$ cat config.mk
export PLATFORM = sky130hd
export DESIGN_NAME = trig_tx
export DESIGN_NICKNAME = d
export VERILOG_FILES = /design/src/pkg/trig_tx_pkg.sv /design/src/rtl/trig_tx.sv
export SDC_FILE = /design/constraint.sdc
export NUM_CORES = 1
export LEC_CHECK = 0
export BUFFER_PORTS_ARGS = -buffer_cell sky130_fd_sc_hd__buf_2
export CORE_MARGIN = 2
export CORE_UTILIZATION = 58
export DETAILED_ROUTE_END_ITERATION = 10
export PLACE_DENSITY = 0.87
export SLEW_MARGIN = 10
export SYNTH_ARGS = -nofsm -noshare
export SYNTH_HDL_FRONTEND = slang
export SYNTH_SLANG_ARGS = --single-unit
$ cat constraint.sdc
create_clock -name aclk -period 2.62 [get_ports aclk]
set_input_delay 0.524 -clock aclk [delete_from_list [all_inputs] [get_ports aclk]]
set_output_delay 0.524 -clock aclk [all_outputs]
set_load 0.005 [all_outputs]
$ cat src/pkg/trig_tx_pkg.sv
/*
 Constants, register map and carrier types for the host-to-camera trigger
 transmitter. Assumes a single 200 MHz clock domain.
*/
`default_nettype none
package trig_tx_pkg;
   // Clock and link timing
   localparam int CLK_PERIOD_NS  = 5;
   localparam int CHAR_FAST_NS   = 240;
   localparam int CHAR_SLOW_NS   = 480;
   localparam int CHAR_FAST_CYC  = CHAR_FAST_NS / CLK_PERIOD_NS;
   localparam int CHAR_SLOW_CYC  = CHAR_SLOW_NS / CLK_PERIOD_NS;
   localparam int PIPE_CHARS     = 4;
   localparam int MSG_CHARS      = 6;
   // Delay unit: 1 ns fast, 2 ns slow
   localparam int UNIT_FAST_NS   = 1;
   localparam int UNIT_SLOW_NS   = 2;
   // Register byte offsets
   localparam logic [7:0] ADDR_CTRL    = 8'h00;
   localparam logic [7:0] ADDR_ACKLIM  = 8'h04;
   localparam logic [7:0] ADDR_RESEND  = 8'h08;
   localparam logic [7:0] ADDR_STATUS  = 8'h0C;
   localparam logic [7:0] ADDR_DELAY   = 8'h10;
   // Control fields
   localparam int CTRL_FMT_LSB   = 0;
   localparam int CTRL_FAST_BIT  = 2;
   localparam int CTRL_LEVEL_BIT = 3;
   // Status fields
   localparam int ST_BUSY_BIT    = 0;
   localparam int ST_ACK_BIT     = 1;
   localparam int ST_RESEND_BIT  = 2;
   localparam int ST_ABORT_BIT   = 3;
   localparam int ST_LEVEL_BIT   = 4;
   // Reset values and AXI response codes
   localparam logic [31:0] ACKLIM_RST_NS = 32'h0000_4E20; // 20.0 us
   localparam logic [3:0]  RESEND_RST    = 4'h3;
   localparam logic [1:0]  RESP_OKAY     = 2'h0;
   localparam logic [1:0]  RESP_SLVERR   = 2'h2;

   typedef enum logic [1:0] {
      FMT_PULSE, FMT_RISING_ONLY, FMT_TOGGLE, FMT_RSVD
   } msg_fmt_t;

   // Trigger packet handed to the up-connection serializer
   typedef struct packed {
      logic       kind;   // 0 LinkTrigger0, 1 LinkTrigger1
      logic [7:0] delay;  // Event to next character boundary, 1/24 bit units
   } trig_pkt_t;
endpackage
`default_nettype wire

$ cat src/rtl/trig_tx.sv
/*
 Host-to-camera trigger transmitter with AXI4-Lite register slave.
 Assumes trig_src is asynchronous, ack_in and the packet port are on aclk.
*/
// Implementation choices: the register offsets and the AXI4-Lite slave port.
`timescale 1ns/1ps
`default_nettype none
module trig_tx
   import trig_tx_pkg::*;
(
   // Clock and reset
   input  wire logic        aclk,
   input  wire logic        aresetn,
   // AXI4-Lite slave
   input  wire logic [7:0]  s_awaddr,
   input  wire logic        s_awvalid,
   output logic             s_awready,
   input  wire logic [31:0] s_wdata,
   input  wire logic [3:0]  s_wstrb,
   input  wire logic        s_wvalid,
   output logic             s_wready,
   output logic [1:0]       s_bresp,
   output logic             s_bvalid,
   input  wire logic        s_bready,
   input  wire logic [7:0]  s_araddr,
   input  wire logic        s_arvalid,
   output logic             s_arready,
   output logic [31:0]      s_rdata,
   output logic [1:0]       s_rresp,
   output logic             s_rvalid,
   input  wire logic        s_rready,
   // Trigger source and camera side
   input  wire logic        trig_src,
   input  wire logic        ack_in,
   output trig_pkt_t        pkt,
   output logic             pkt_start,
   output logic             link_busy,
   // Events
   output logic             ack_received_event,
   output logic             resend_event
);
   typedef enum logic [2:0] {S_IDLE, S_ALIGN, S_PIPE, S_SEND, S_WAIT} st_t;

   // Registers
   logic [1:0]  fmt_ff, nxt_fmt;
   logic        fast_ff, nxt_fast;
   logic        sw_level_ff, nxt_sw_level;
   logic [31:0] acklim_ff, nxt_acklim;
   logic [3:0]  maxres_ff, nxt_maxres;
   logic        st_ack_ff, nxt_st_ack, st_res_ff, nxt_st_res, st_abt_ff, nxt_st_abt;
   // AXI state
   logic        aw_got_ff, nxt_aw_got, w_got_ff, nxt_w_got, bvalid_ff, nxt_bvalid;
   logic [7:0]  awaddr_ff, nxt_awaddr;
   logic [31:0] wdata_ff, nxt_wdata;
   logic [3:0]  wstrb_ff, nxt_wstrb;
   logic [1:0]  bresp_ff, nxt_bresp, rresp_ff, nxt_rresp;
   logic        rvalid_ff, nxt_rvalid;
   logic [31:0] rdata_ff, nxt_rdata;
   // Transmitter state
   logic        sync1_ff, sync2_ff, lvl_ff;
   logic        level;
   st_t         st_ff, nxt_st;
   logic [6:0]  char_cyc_ff, nxt_char_cyc;
   logic [3:0]  chars_ff, nxt_chars;
   logic [9:0]  dly_ns_ff, nxt_dly_ns;
   logic [31:0] wait_ns_ff, nxt_wait_ns;
   logic [3:0]  tries_ff, nxt_tries;
   logic        tog_ff, nxt_tog;
   logic        kind_ff, nxt_kind;
   trig_pkt_t   pkt_ff, nxt_pkt;
   logic        start_ff, nxt_start, ack_ev_ff, nxt_ack_ev, res_ev_ff, nxt_res_ev;
   logic        char_tick, rise, fall;
   logic [6:0]  char_last;

   // Byte-lane merge for partial writes
   function automatic logic [31:0] merge(input logic [31:0] old, input logic [31:0] nw,
                                         input logic [3:0] be);
      logic [31:0] r;
      r = old;
      for (int i = 0; i < 4; i++) begin
         if (be[i]) begin
            r[8*i +: 8] = nw[8*i +: 8];
         end
      end
      return r;
   endfunction

   // Source level: pin or software level; pin synchronised first
   assign level = sync2_ff | sw_level_ff;
   assign rise  = level & ~lvl_ff;
   assign fall  = ~level & lvl_ff;
   // Character clock free-runs so boundaries are fixed on the link
   assign char_last = fast_ff ? 7'(CHAR_FAST_CYC - 1) : 7'(CHAR_SLOW_CYC - 1);
   assign char_tick = (char_cyc_ff == char_last);

   // Register file and AXI next state
   always_comb begin
      logic [31:0] wv;
      wv = 32'h0000_0000;
      nxt_fmt = fmt_ff;
      nxt_fast = fast_ff;
      nxt_sw_level = sw_level_ff;
      nxt_acklim = acklim_ff;
      nxt_maxres = maxres_ff;
      nxt_aw_got = aw_got_ff;
      nxt_w_got = w_got_ff;
      nxt_awaddr = awaddr_ff;
      nxt_wdata = wdata_ff;
      nxt_wstrb = wstrb_ff;
      nxt_bvalid = bvalid_ff;
      nxt_bresp = bresp_ff;
      nxt_rvalid = rvalid_ff;
      nxt_rdata = rdata_ff;
      nxt_rresp = rresp_ff;
      nxt_st_ack = st_ack_ff;
      nxt_st_res = st_res_ff;
      nxt_st_abt = st_abt_ff;
      if (s_awvalid && s_awready) begin
         nxt_aw_got = 1'b1;
         nxt_awaddr = s_awaddr;
      end
      if (s_wvalid && s_wready) begin
         nxt_w_got = 1'b1;
         nxt_wdata = s_wdata;
         nxt_wstrb = s_wstrb;
      end
      if (bvalid_ff && s_bready) begin
         nxt_bvalid = 1'b0;
      end
      // Write commits once both halves are held
      if (aw_got_ff && w_got_ff && !bvalid_ff) begin
         nxt_aw_got = 1'b0;
         nxt_w_got = 1'b0;
         nxt_bvalid = 1'b1;
         nxt_bresp = RESP_OKAY;
         unique case (awaddr_ff)
            ADDR_CTRL: begin
               wv = merge({28'h0, sw_level_ff, fast_ff, fmt_ff}, wdata_ff, wstrb_ff);
               nxt_fmt = wv[CTRL_FMT_LSB +: 2];
               nxt_fast = wv[CTRL_FAST_BIT];
               nxt_sw_level = wv[CTRL_LEVEL_BIT];
            end
            ADDR_ACKLIM: nxt_acklim = merge(acklim_ff, wdata_ff, wstrb_ff);
            ADDR_RESEND: begin
               wv = merge({28'h0, maxres_ff}, wdata_ff, wstrb_ff);
               nxt_maxres = wv[3:0];
            end
            ADDR_STATUS: begin
               // Write one to clear
               if (wstrb_ff[0]) begin
                  nxt_st_ack = st_ack_ff & ~wdata_ff[ST_ACK_BIT];
                  nxt_st_res = st_res_ff & ~wdata_ff[ST_RESEND_BIT];
                  nxt_st_abt = st_abt_ff & ~wdata_ff[ST_ABORT_BIT];
               end
            end
            ADDR_DELAY: ;
            default: nxt_bresp = RESP_SLVERR;
         endcase
      end
      // Hardware set wins over a same-cycle clear
      if (ack_ev_ff) begin
         nxt_st_ack = 1'b1;
      end
      if (res_ev_ff) begin
         nxt_st_res = 1'b1;
      end
      if (st_ff == S_WAIT && nxt_st == S_IDLE && !ack_in) begin
         nxt_st_abt = 1'b1;
      end
      if (rvalid_ff && s_rready) begin
         nxt_rvalid = 1'b0;
      end
      if (s_arvalid && s_arready) begin
         nxt_rvalid = 1'b1;
         nxt_rresp = RESP_OKAY;
         unique case (s_araddr)
            ADDR_CTRL:   nxt_rdata = {28'h0, sw_level_ff, fast_ff, fmt_ff};
            ADDR_ACKLIM: nxt_rdata = acklim_ff;
            ADDR_RESEND: nxt_rdata = {28'h0, maxres_ff};
            ADDR_STATUS: nxt_rdata = {27'h0, level, st_abt_ff, st_res_ff, st_ack_ff,
                                      (st_ff != S_IDLE)};
            ADDR_DELAY:  nxt_rdata = {23'h0, pkt_ff};
            default: begin
               nxt_rdata = 32'h0000_0000;
               nxt_rresp = RESP_SLVERR;
            end
         endcase
      end
   end

   assign s_awready = !aw_got_ff;
   assign s_wready  = !w_got_ff;
   assign s_bvalid  = bvalid_ff;
   assign s_bresp   = bresp_ff;
   assign s_arready = !rvalid_ff;
   assign s_rvalid  = rvalid_ff;
   assign s_rdata   = rdata_ff;
   assign s_rresp   = rresp_ff;

   // Transmitter next state
   always_comb begin
      nxt_st = st_ff;
      nxt_char_cyc = char_tick ? 7'h00 : 7'(char_cyc_ff + 7'h01);
      nxt_chars = chars_ff;
      nxt_dly_ns = dly_ns_ff;
      nxt_wait_ns = wait_ns_ff;
      nxt_tries = tries_ff;
      nxt_tog = tog_ff;
      nxt_kind = kind_ff;
      nxt_pkt = pkt_ff;
      nxt_start = 1'b0;
      nxt_ack_ev = 1'b0;
      nxt_res_ev = 1'b0;
      unique case (st_ff)
         S_IDLE: begin
            // Edges while busy are dropped
            if (rise && fmt_ff != FMT_RSVD) begin
               nxt_st = S_ALIGN;
               nxt_dly_ns = 10'h000;
               nxt_tries = 4'h0;
               unique case (fmt_ff)
                  FMT_PULSE:       nxt_kind = 1'b0;
                  FMT_RISING_ONLY: nxt_kind = 1'b0;
                  FMT_TOGGLE: begin
                     nxt_kind = tog_ff;
                     nxt_tog = ~tog_ff;
                  end
                  default:         nxt_kind = 1'b0;
               endcase
            end else if (fall && fmt_ff == FMT_PULSE) begin
               nxt_st = S_ALIGN;
               nxt_dly_ns = 10'h000;
               nxt_tries = 4'h0;
               nxt_kind = 1'b1;
            end
         end
         S_ALIGN: begin
            // Count event-to-boundary time in ns
            nxt_dly_ns = 10'(dly_ns_ff + 10'(CLK_PERIOD_NS));
            if (char_tick) begin
               nxt_st = S_PIPE;
               nxt_chars = 4'h0;
               nxt_pkt.kind = kind_ff;
               // Convert ns to 1/24 bit units
               nxt_pkt.delay = fast_ff ? 8'(dly_ns_ff / UNIT_FAST_NS)
                                       : 8'(dly_ns_ff / UNIT_SLOW_NS);
            end
         end
         S_PIPE: begin
            if (char_tick) begin
               if (chars_ff == 4'(PIPE_CHARS - 1)) begin
                  nxt_st = S_SEND;
                  nxt_chars = 4'h0;
                  nxt_start = 1'b1;
               end else begin
                  nxt_chars = 4'(chars_ff + 4'h1);
               end
            end
         end
         S_SEND: begin
            if (char_tick) begin
               if (chars_ff == 4'(MSG_CHARS - 1)) begin
                  nxt_wait_ns = 32'h0000_0000;
                  // Zero limit: done on send, fastest rate path
                  nxt_st = (acklim_ff == 32'h0) ? S_IDLE : S_WAIT;
               end else begin
                  nxt_chars = 4'(chars_ff + 4'h1);
               end
            end
         end
         S_WAIT: begin
            nxt_wait_ns = 32'(wait_ns_ff + 32'(CLK_PERIOD_NS));
            if (ack_in) begin
               nxt_st = S_IDLE;
               nxt_ack_ev = 1'b1;
            end else if (wait_ns_ff >= acklim_ff) begin
               if (tries_ff < maxres_ff) begin
                  nxt_st = S_ALIGN;
                  nxt_tries = 4'(tries_ff + 4'h1);
                  nxt_res_ev = 1'b1;
                  nxt_dly_ns = 10'h000;
               end else begin
                  nxt_st = S_IDLE;
               end
            end
         end
      endcase
   end

   assign pkt = pkt_ff;
   assign pkt_start = start_ff;
   assign link_busy = (st_ff == S_SEND);
   assign ack_received_event = ack_ev_ff;
   assign resend_event = res_ev_ff;

   // Register all state
   always_ff @(posedge aclk) begin
      if (!aresetn) begin
         fmt_ff <= FMT_PULSE;
         fast_ff <= 1'b0;
         sw_level_ff <= 1'b0;
         acklim_ff <= ACKLIM_RST_NS;
         maxres_ff <= RESEND_RST;
         st_ack_ff <= 1'b0;
         st_res_ff <= 1'b0;
         st_abt_ff <= 1'b0;
         aw_got_ff <= 1'b0;
         w_got_ff <= 1'b0;
         awaddr_ff <= 8'h00;
         wdata_ff <= 32'h0000_0000;
         wstrb_ff <= 4'h0;
         bvalid_ff <= 1'b0;
         bresp_ff <= RESP_OKAY;
         rvalid_ff <= 1'b0;
         rdata_ff <= 32'h0000_0000;
         rresp_ff <= RESP_OKAY;
         sync1_ff <= 1'b0;
         sync2_ff <= 1'b0;
         lvl_ff <= 1'b0;
         st_ff <= S_IDLE;
         char_cyc_ff <= 7'h00;
         chars_ff <= 4'h0;
         dly_ns_ff <= 10'h000;
         wait_ns_ff <= 32'h0000_0000;
         tries_ff <= 4'h0;
         tog_ff <= 1'b0;
         kind_ff <= 1'b0;
         pkt_ff <= '0;
         start_ff <= 1'b0;
         ack_ev_ff <= 1'b0;
         res_ev_ff <= 1'b0;
      end else begin
         fmt_ff <= nxt_fmt;
         fast_ff <= nxt_fast;
         sw_level_ff <= nxt_sw_level;
         acklim_ff <= nxt_acklim;
         maxres_ff <= nxt_maxres;
         st_ack_ff <= nxt_st_ack;
         st_res_ff <= nxt_st_res;
         st_abt_ff <= nxt_st_abt;
         aw_got_ff <= nxt_aw_got;
         w_got_ff <= nxt_w_got;
         awaddr_ff <= nxt_awaddr;
         wdata_ff <= nxt_wdata;
         wstrb_ff <= nxt_wstrb;
         bvalid_ff <= nxt_bvalid;
         bresp_ff <= nxt_bresp;
         rvalid_ff <= nxt_rvalid;
         rdata_ff <= nxt_rdata;
         rresp_ff <= nxt_rresp;
         sync1_ff <= trig_src;
         sync2_ff <= sync1_ff;
         lvl_ff <= level;
         st_ff <= nxt_st;
         char_cyc_ff <= nxt_char_cyc;
         chars_ff <= nxt_chars;
         dly_ns_ff <= nxt_dly_ns;
         wait_ns_ff <= nxt_wait_ns;
         tries_ff <= nxt_tries;
         tog_ff <= nxt_tog;
         kind_ff <= nxt_kind;
         pkt_ff <= nxt_pkt;
         start_ff <= nxt_start;
         ack_ev_ff <= nxt_ack_ev;
         res_ev_ff <= nxt_res_ev;
      end
   end
endmodule
`default_nettype wire

==> out/qor.txt, run 1 <==
======================================================================================
# fillers ...............................................................         1175
Critical path class .....................................................      reg2reg
Crit path launch type ...................................................    flip-flop
Slew of the pin with the lowest slew margin .............................     826.1 ps
Status ..................................................................    completed
Multi-input gate area in the final layout ...............................     4737 µm²
Post-DP HPWL ............................................................     16710 µm
Number of antenna violations at the first check in global routing .......            0
CTS H-tree depth ........................................................            1
Die Y-Extent ............................................................     129.5 µm
Maximum number of pins on one net before global-route repair ............          129
Power density over the cells ............................................ 608.5 nW/µm²
Largest buffer count on any clock path ..................................            3
Post-Synth XOR/XNOR Area ................................................      0.03247
P&R area growth vs syn ..................................................       18.99%
I/O pin cnt .............................................................          115
Die outline area ........................................................    16760 µm²
Post-Synth Adder-Cell Area ..............................................      0.05618
Average wire length per cell after detail routing .......................     16.58 µm
Max-Slew Margin vs Limit ................................................       0.4456
Maximum vdd ir drop .....................................................    0.5420 mV
Starting density of the core ............................................       0.5962
Total instance count after detailed placement ...........................         1413
Total count of max-transition violations in the final report ............            0
Class of the most critical hold timing path .............................       in2reg
Weighted congestion reported at the end of routability-driven placement .       0.9415
Post-synthesis mux area share ...........................................      0.03617
Drt first-iter violations ...............................................          749
Clk root buf ............................................................ sky130_fd_sc_hd__clkbuf_16
Dominant combinational cell family by area after synthesis .............. simple AND/OR/NAND/NOR gates
Flip-flop and latch count after synthesis ...............................          201
Gr ovfl total ...........................................................            0
Most used standard cells in the synthesized netlist ..................... 201 x sky130_fd_sc_hd__dfxtp_1, 188 x sky130_fd_sc_hd__nand2_1, 120 x sky130_fd_sc_hd__a21oi_1, 118 x sky130_fd_sc_hd__nor2_1, 51 x sky130_fd_sc_hd__inv_1
Vias ....................................................................         8274
Area taken by flip-flops and latches ....................................     4026 µm²
Share of the cycle needed by the critical path after routing ............       0.9555
Routed Antenna Nets .....................................................            0
Post-layout min period ..................................................      2503 ps
Leading post-synthesis cells by cell area ............................... sky130_fd_sc_hd__dfxtp_1 44%, sky130_fd_sc_hd__nand2_1 7.7%, sky130_fd_sc_hd__a21oi_1 6.6%
Filler-free cell count of the finished design ...........................         1449
Die W ...................................................................     129.5 µm
Data required time of the worst path ....................................      3050 ps
Count leader, synth ..................................................... sky130_fd_sc_hd__dfxtp_1
Simple-gate area share of the yosys netlist .............................       0.2384
Final antenna diode count ...............................................            0
Distinct cells, synth ...................................................           65
Per-cell via count in the routed design .................................        5.710
Number of global-route vias before repair ...............................         7729
Row count ...............................................................           45
Final Setup Violations ..................................................            0
Fraction of final layout cells with drive strength greater than 1 .......       0.1769
Clock latency at the later pin of the worst-skew pair ...................       510 ps
Combined global-route utilization of all metal layers ...................       0.2884
Maximum fanout along the worst path .....................................            5
Placement-stage worst setup slack .......................................     141.7 ps
Final-report hold violation count .......................................            0
Post-synth design cell area .............................................     9131 µm²
Final WL ................................................................     24020 µm
DR pass1 iterations .....................................................            5
Global-route wire length before repair ..................................     38920 µm
Clock Sink Count ........................................................          201
Worst path arrival time .................................................      2930 ps
Area of the placeable core ..............................................    15310 µm²
Ys flop type ............................................................ sky130_fd_sc_hd__dfxtp_1
Hold-fix buffer count after cts .........................................            0
Worst clock skew ........................................................     12.78 ps
Number of nets in the finished design ...................................         1327
Top cell type's share of synthesized area ...............................       0.4407
Syn_area_per_cell .......................................................    8.309 µm²
Max-capacitance violation count .........................................            0
Endpoint class of the critical path .....................................    flip-flop
Leakage power ...........................................................  0.004465 µW
Count of flip-flops with a built-in enable after synthesis ..............            0
Fmax ....................................................................   0.3994 GHz
Number of remaining DRC errors ..........................................            0
Synthesized instance count ..............................................         1099
Total CTS buffers .......................................................           20
CTS tree ................................................................          yes
CTS clk-pin slew, worst paths ...........................................        60 ps
Final cell area excluding filler cells ..................................    10870 µm²
Post-route setup TNS ....................................................         0 ps
Seq/Total Area, Yosys ...................................................       0.4407
Fin Hold WS .............................................................     192.3 ps
Instance area at placement ..............................................    10090 µm²
Yosys Warn Count ........................................................            0
Largest area contributor in the netlist ................................. sky130_fd_sc_hd__dfxtp_1
Final setup margin ......................................................     116.5 ps
Proportion of synthesized flip-flops having asynchronous set or reset ...            0
Setup repair after global routing missed its margin .....................        false
Number of port buffers ..................................................          112
Compound-gate portion of the synthesized area ...........................       0.1491
======================================================================================
registers in the layout (all words and copies together) (netlist names), 2 cells and up:
signal,cells
wait_ns_ff,32
tries_ff,4
wstrb_ff,4
acklim_ff,32
chars_ff,4
st_ff,3
wdata_ff,32
dly_ns_ff,9
awaddr_ff,8
s_rdata,32
maxres_ff,4
char_cyc_ff,7
pkt,9
fmt_ff,2
metal layers:
metal,part of all wire,track usage,vias to the layer above
li1,-,-,4041
met5,0,0,-
met2,0.45,0.4616,339
met1,0.44,0.4034,3822
met3,0.071,0.03757,72
met4,0.038,0.1018,0
path summary, 6_finish.rpt:
path | slack [ps] | to | depth (start not counted) | from
setup / recovery | 120 | tries_ff[2] | 9 | acklim_ff[14]
hold / removal | 190 | s_rvalid | 2 | s_rready
setup reg to reg | 120 | tries_ff[2] | 9 | acklim_ff[14]
hold reg to reg | 440 | sync2_ff | 1 | sync1_ff
per-stage QoR:
step	utilization	total power (µW)
finish	0.7095	6612
global route	0.7095	6791
CTS	0.7060	6615
detailed placement	0.6592	3555
global placement	0.6592	3546
floorplan	-	3428
timing repair:
action                     CTS  global route
resized for setup            0            10
setup endpoints to repair    0            10
buffers inserted             0             1
cell type report:
class / count / share of cell area
clock inverter: 4 / 0.009788
multi-input combinational: 792 / 0.4360
inverter: 51 / 0.01785
tap: 211 / 0.02430
clock buffer: 31 / 0.05631
timing repair buffer: 159 / 0.08521
sequential: 201 / 0.3706
logic make-up (layout without fill, tap and decap cells):
family | count (synthesis) | count (layout)
buffers and inverters | 107 | 245
AND/OR/NAND/NOR | 462 | 462
adder cells (fa/ha/maj) | 41 | 41
multiplexers | 33 | 33
other | 1 | 2
flip-flops | 201 | 201
AO/OA/AOI/OAI | 221 | 221
XOR/XNOR | 33 | 33
worst max-delay path, cell delays in order, from the launching register on:
cell	delay, ps
sky130_fd_sc_hd__dfxtp_1	350
sky130_fd_sc_hd__inv_1	80
sky130_fd_sc_hd__ha_1	300
sky130_fd_sc_hd__nand4_1	250
sky130_fd_sc_hd__a2111oi_2	400
sky130_fd_sc_hd__o311a_1	300
sky130_fd_sc_hd__o31ai_4	120
sky130_fd_sc_hd__buf_4	180
sky130_fd_sc_hd__or3_1	300
sky130_fd_sc_hd__a21oi_1	140
power breakdown:
| part | internal, µW | switching (µW) | total (µW) |
|---|---|---|---|
| Sequential | 3120 | 47.8 | 3160 |
| Clock | 1900 | 1210 | 3120 |
| Combinational | 124 | 208 | 333 |
| Total | 5140 | 1470 | 6610 |
cell usage in the layout (no fill, tap or decap), types with 18 or more instances in the layout:
cell                          n
sky130_fd_sc_hd__dfxtp_1    199
sky130_fd_sc_hd__nand2_1    188
sky130_fd_sc_hd__a21oi_1    119
sky130_fd_sc_hd__nor2_1     118
sky130_fd_sc_hd__buf_2      112
sky130_fd_sc_hd__inv_1       50
sky130_fd_sc_hd__buf_4       46
sky130_fd_sc_hd__nand3_1     44
sky130_fd_sc_hd__ha_1        41
sky130_fd_sc_hd__mux2i_1     33
sky130_fd_sc_hd__o21ai_0     29
sky130_fd_sc_hd__clkbuf_16   20
sky130_fd_sc_hd__nand4_1     18
Power figures use the tool's default switching activity.
==> run 2: changes to the inputs <==
--- a/config.mk
+++ b/config.mk
@@ -5,11 +5,11 @@
 export SDC_FILE = /design/constraint.sdc
 export NUM_CORES = 1
 export LEC_CHECK = 0
-export BUFFER_PORTS_ARGS = -buffer_cell sky130_fd_sc_hd__buf_2
 export CORE_MARGIN = 2
-export CORE_UTILIZATION = 58
+export CORE_UTILIZATION = 60
 export DETAILED_ROUTE_END_ITERATION = 10
-export PLACE_DENSITY = 0.87
+export DONT_BUFFER_PORTS = 1
+export PLACE_DENSITY = 0.83
 export SLEW_MARGIN = 10
 export SYNTH_ARGS = -nofsm -noshare
 export SYNTH_HDL_FRONTEND = slang
==> run 2 against run 1 <==
  * First-iteration DRC count is 3.7% higher
  * Highest routed layer unchanged
  * Critical endpoint is now tries_ff[3]
  * Sequential power hardly changed
  * Register-to-register slack better by 20 ps
  * Sequential share of layout area is 2.4 points higher
  * Non-clock buffer count is 111 lower
  * Setup slack better by 22 ps
  * Clock skew is 9.9 ps higher
  * Critical path depth stayed put
  * Clock power is 7.1% lower
  * Routed wire length is 4.9% lower
  * Critical path type unchanged
  * Flip-flop and latch count stayed put
==> out/qor.txt, run 2 (synthesis results as in run 1) <==
======================================================================================
Final setup margin ......................................................     138.4 ps   +21.88 ps
Worst clock skew ........................................................     22.65 ps   +9.874 ps
Maximum fanout along the worst path .....................................            6   +1
CTS tree ................................................................          yes
Sequential power share ..................................................        0.500   +0.021
Max-Slew Margin vs Limit ................................................       0.5066   +0.06101
Row count ...............................................................           45   unchanged
Die outline area ........................................................    16220 µm²   -3.2%
Average wire length per cell after detail routing .......................     17.34 µm   +4.6%
Post-route setup TNS ....................................................         0 ps   unchanged
Post-layout min period ..................................................      2482 ps   -21.88 ps
Final-report hold violation count .......................................            0   unchanged
DR pass1 iterations .....................................................            6   +1
Sw Share ................................................................       0.2264   +0.004279
Per-cell via count in the routed design .................................        5.997   +5.0%
Met2 Resource Use GR ....................................................       0.4328   -0.02877
Endpoint class of the critical path .....................................    flip-flop
CTS clk-pin slew, worst paths ...........................................        70 ps   about the same
I/O pin cnt .............................................................          115   unchanged
Weighted congestion reported at the end of routability-driven placement .       0.8678   -7.8%
Final antenna diode count ...............................................            0   unchanged
Slew of the pin with the lowest slew margin .............................     740.1 ps   -85.97 ps
Setup repair after global routing missed its margin .....................        false
Drt first-iter violations ...............................................          777   +3.7%
Leakage power ...........................................................  0.003931 µW   -12%
Number of antenna violations at the first check in global routing .......            0   unchanged
Data required time of the worst path ....................................      3040 ps   about the same
Power density over the cells ............................................ 620.8 nW/µm²   +2.0%
Routed Antenna Nets .....................................................            0   unchanged
Worst path arrival time .................................................      2900 ps   -30 ps
Placement-stage worst setup slack .......................................     146.1 ps   +4.366 ps
Global routing met1 resource utilization ................................       0.3801   -0.02330
Fmax ....................................................................   0.4030 GHz   +0.88%
Net switching component of the power ....................................      1433 µW   -2.4%
Number of nets in the finished design ...................................         1217   -8.3%
Finished Core Util ......................................................       0.6782   -0.03133
Die W ...................................................................     127.4 µm   -1.6%
Clock latency at the later pin of the worst-skew pair ...................       510 ps   about the same
Combinational fraction of design power ..................................        0.042   -0.008
Global-route wire length before repair ..................................     36830 µm   -5.4%
Commonest non-fill, non-tap cell in the layout .......................... sky130_fd_sc_hd__dfxtp_1
Internal ................................................................      4896 µW   -4.8%
Vias ....................................................................         7898   -4.5%
Die Y-Extent ............................................................     127.4 µm   -1.6%
Maximum number of pins on one net before global-route repair ............           75   -42%
Combined global-route utilization of all metal layers ...................       0.2786   -0.009794
Post-DP HPWL ............................................................     16220 µm   -2.9%
Status ..................................................................    completed
Starting density of the core ............................................       0.6074   +0.01117
Number of global-route vias before repair ...............................         7356   -4.8%
Largest buffer count on any clock path ..................................            3   unchanged
Routing usage on met3 ...................................................      0.05863   +0.02105
Area of the placeable core ..............................................    15030 µm²   -1.8%
Gr ovfl total ...........................................................            0   unchanged
Crit path launch type ...................................................    flip-flop
Class of the most critical hold timing path .............................       in2reg
CTS H-tree depth ........................................................            1   unchanged
Number of remaining DRC errors ..........................................            0   unchanged
Fraction of final layout cells with drive strength greater than 1 .......      0.09212   -0.08478
Share of the cycle needed by the critical path after routing ............       0.9472   -0.008352
Clock Sink Count ........................................................          201   unchanged
Clock network fraction of design power ..................................        0.458   -0.013
Final Setup Violations ..................................................            0   unchanged
Final WL ................................................................     22840 µm   -4.9%
Most used cells in the layout excluding fill and tap cells .............. 201 x sky130_fd_sc_hd__dfxtp_1, 188 x sky130_fd_sc_hd__nand2_1, 120 x sky130_fd_sc_hd__a21oi_1
Most utilized layer in the global route result ..........................         met2
Total count of max-transition violations in the final report ............            0   unchanged
Total CTS buffers .......................................................           21   +5.0%
Clk root buf ............................................................ sky130_fd_sc_hd__clkbuf_16
Critical path class .....................................................      reg2reg
P&R area growth vs syn ..................................................       11.65%
Number of port buffers ..................................................            0   -100%
Maximum vdd ir drop .....................................................    0.6615 mV   +22%
Max-capacitance violation count .........................................            0   unchanged
======================================================================================
-- run 2: worst max-delay path: stages, from the launching register on --
cell and delay (ps):
sky130_fd_sc_hd__dfxtp_1 350, sky130_fd_sc_hd__inv_1 70, sky130_fd_sc_hd__ha_1 290, sky130_fd_sc_hd__nand4_1 190
sky130_fd_sc_hd__a2111oi_1 410, sky130_fd_sc_hd__o41a_1 290, sky130_fd_sc_hd__o31ai_4 120, sky130_fd_sc_hd__buf_4 180
sky130_fd_sc_hd__or3_1 340, sky130_fd_sc_hd__a21oi_1 140
-- run 2: power by group through the flow --
stage          Clock (µW)  Sequential, µW  Combinational [µW]
2_1_floorplan           0            3210                 214
3_3_place_gp            0            3230                 255
3_5_place_dp            0            3230                 261
4_1_cts              2930            3170                 262
5_1_grt              3050            3170                 296
6_report             2900            3170                 264
-- run 2: path summary, 6_finish.rpt --
kind                                startpoint             end  slack (ps)  depth (start not counted)
worst max-delay path             acklim_ff[14]     tries_ff[3]         140                          9
worst min-delay path                   aresetn    acklim_ff[5]         100                          1
worst max register to register   acklim_ff[14]     tries_ff[3]         140                          9
worst min register to register  char_cyc_ff[0]  char_cyc_ff[0]         450                          1
-- run 2: cell type report --
cell class	count	area [µm²]
fill	1178	4838
multi-input combinational	792	4702
sequential	201	4024
clock buffer	30	599.3
timing repair buffer	48	372.9
tap	188	235.2
inverter	51	193.9
clock inverter	7	67.56
-- run 2: layer usage --
metal | part of all wire | wire length [µm] | up-vias
met5 | 0 | 0 | -
met4 | 0.044 | 1010 | 0
met3 | 0.081 | 1841 | 76
met2 | 0.44 | 10100 | 323
met1 | 0.43 | 9889 | 3673
li1 | - | - | 3826
-- run 2: repair_timing --
action | CTS | global route
endpoints found under the setup margin | 0 | 5
hold buffers | 0 | 0
buffers inserted | 0 | 0
endpoints found under the hold margin | 0 | 0
resized for setup | 0 | 3
-- run 2: metrics by stage --
| stage | instances | power, µW | hold WS [ps] | cell area [µm²] |
|---|---|---|---|---|
| 6_report | 1317 | 6329 | 98.60 | 10190 |
| 5_1_grt | 1317 | 6521 | 87.04 | 10190 |
| 4_1_cts | 1317 | 6353 | 85.79 | 10190 |
| 3_5_place_dp | 1280 | 3494 | 432.6 | 9520 |
| 3_3_place_gp | 1280 | 3486 | 416.2 | 9520 |
| 2_1_floorplan | 1100 | 3428 | 411.9 | 9135 |
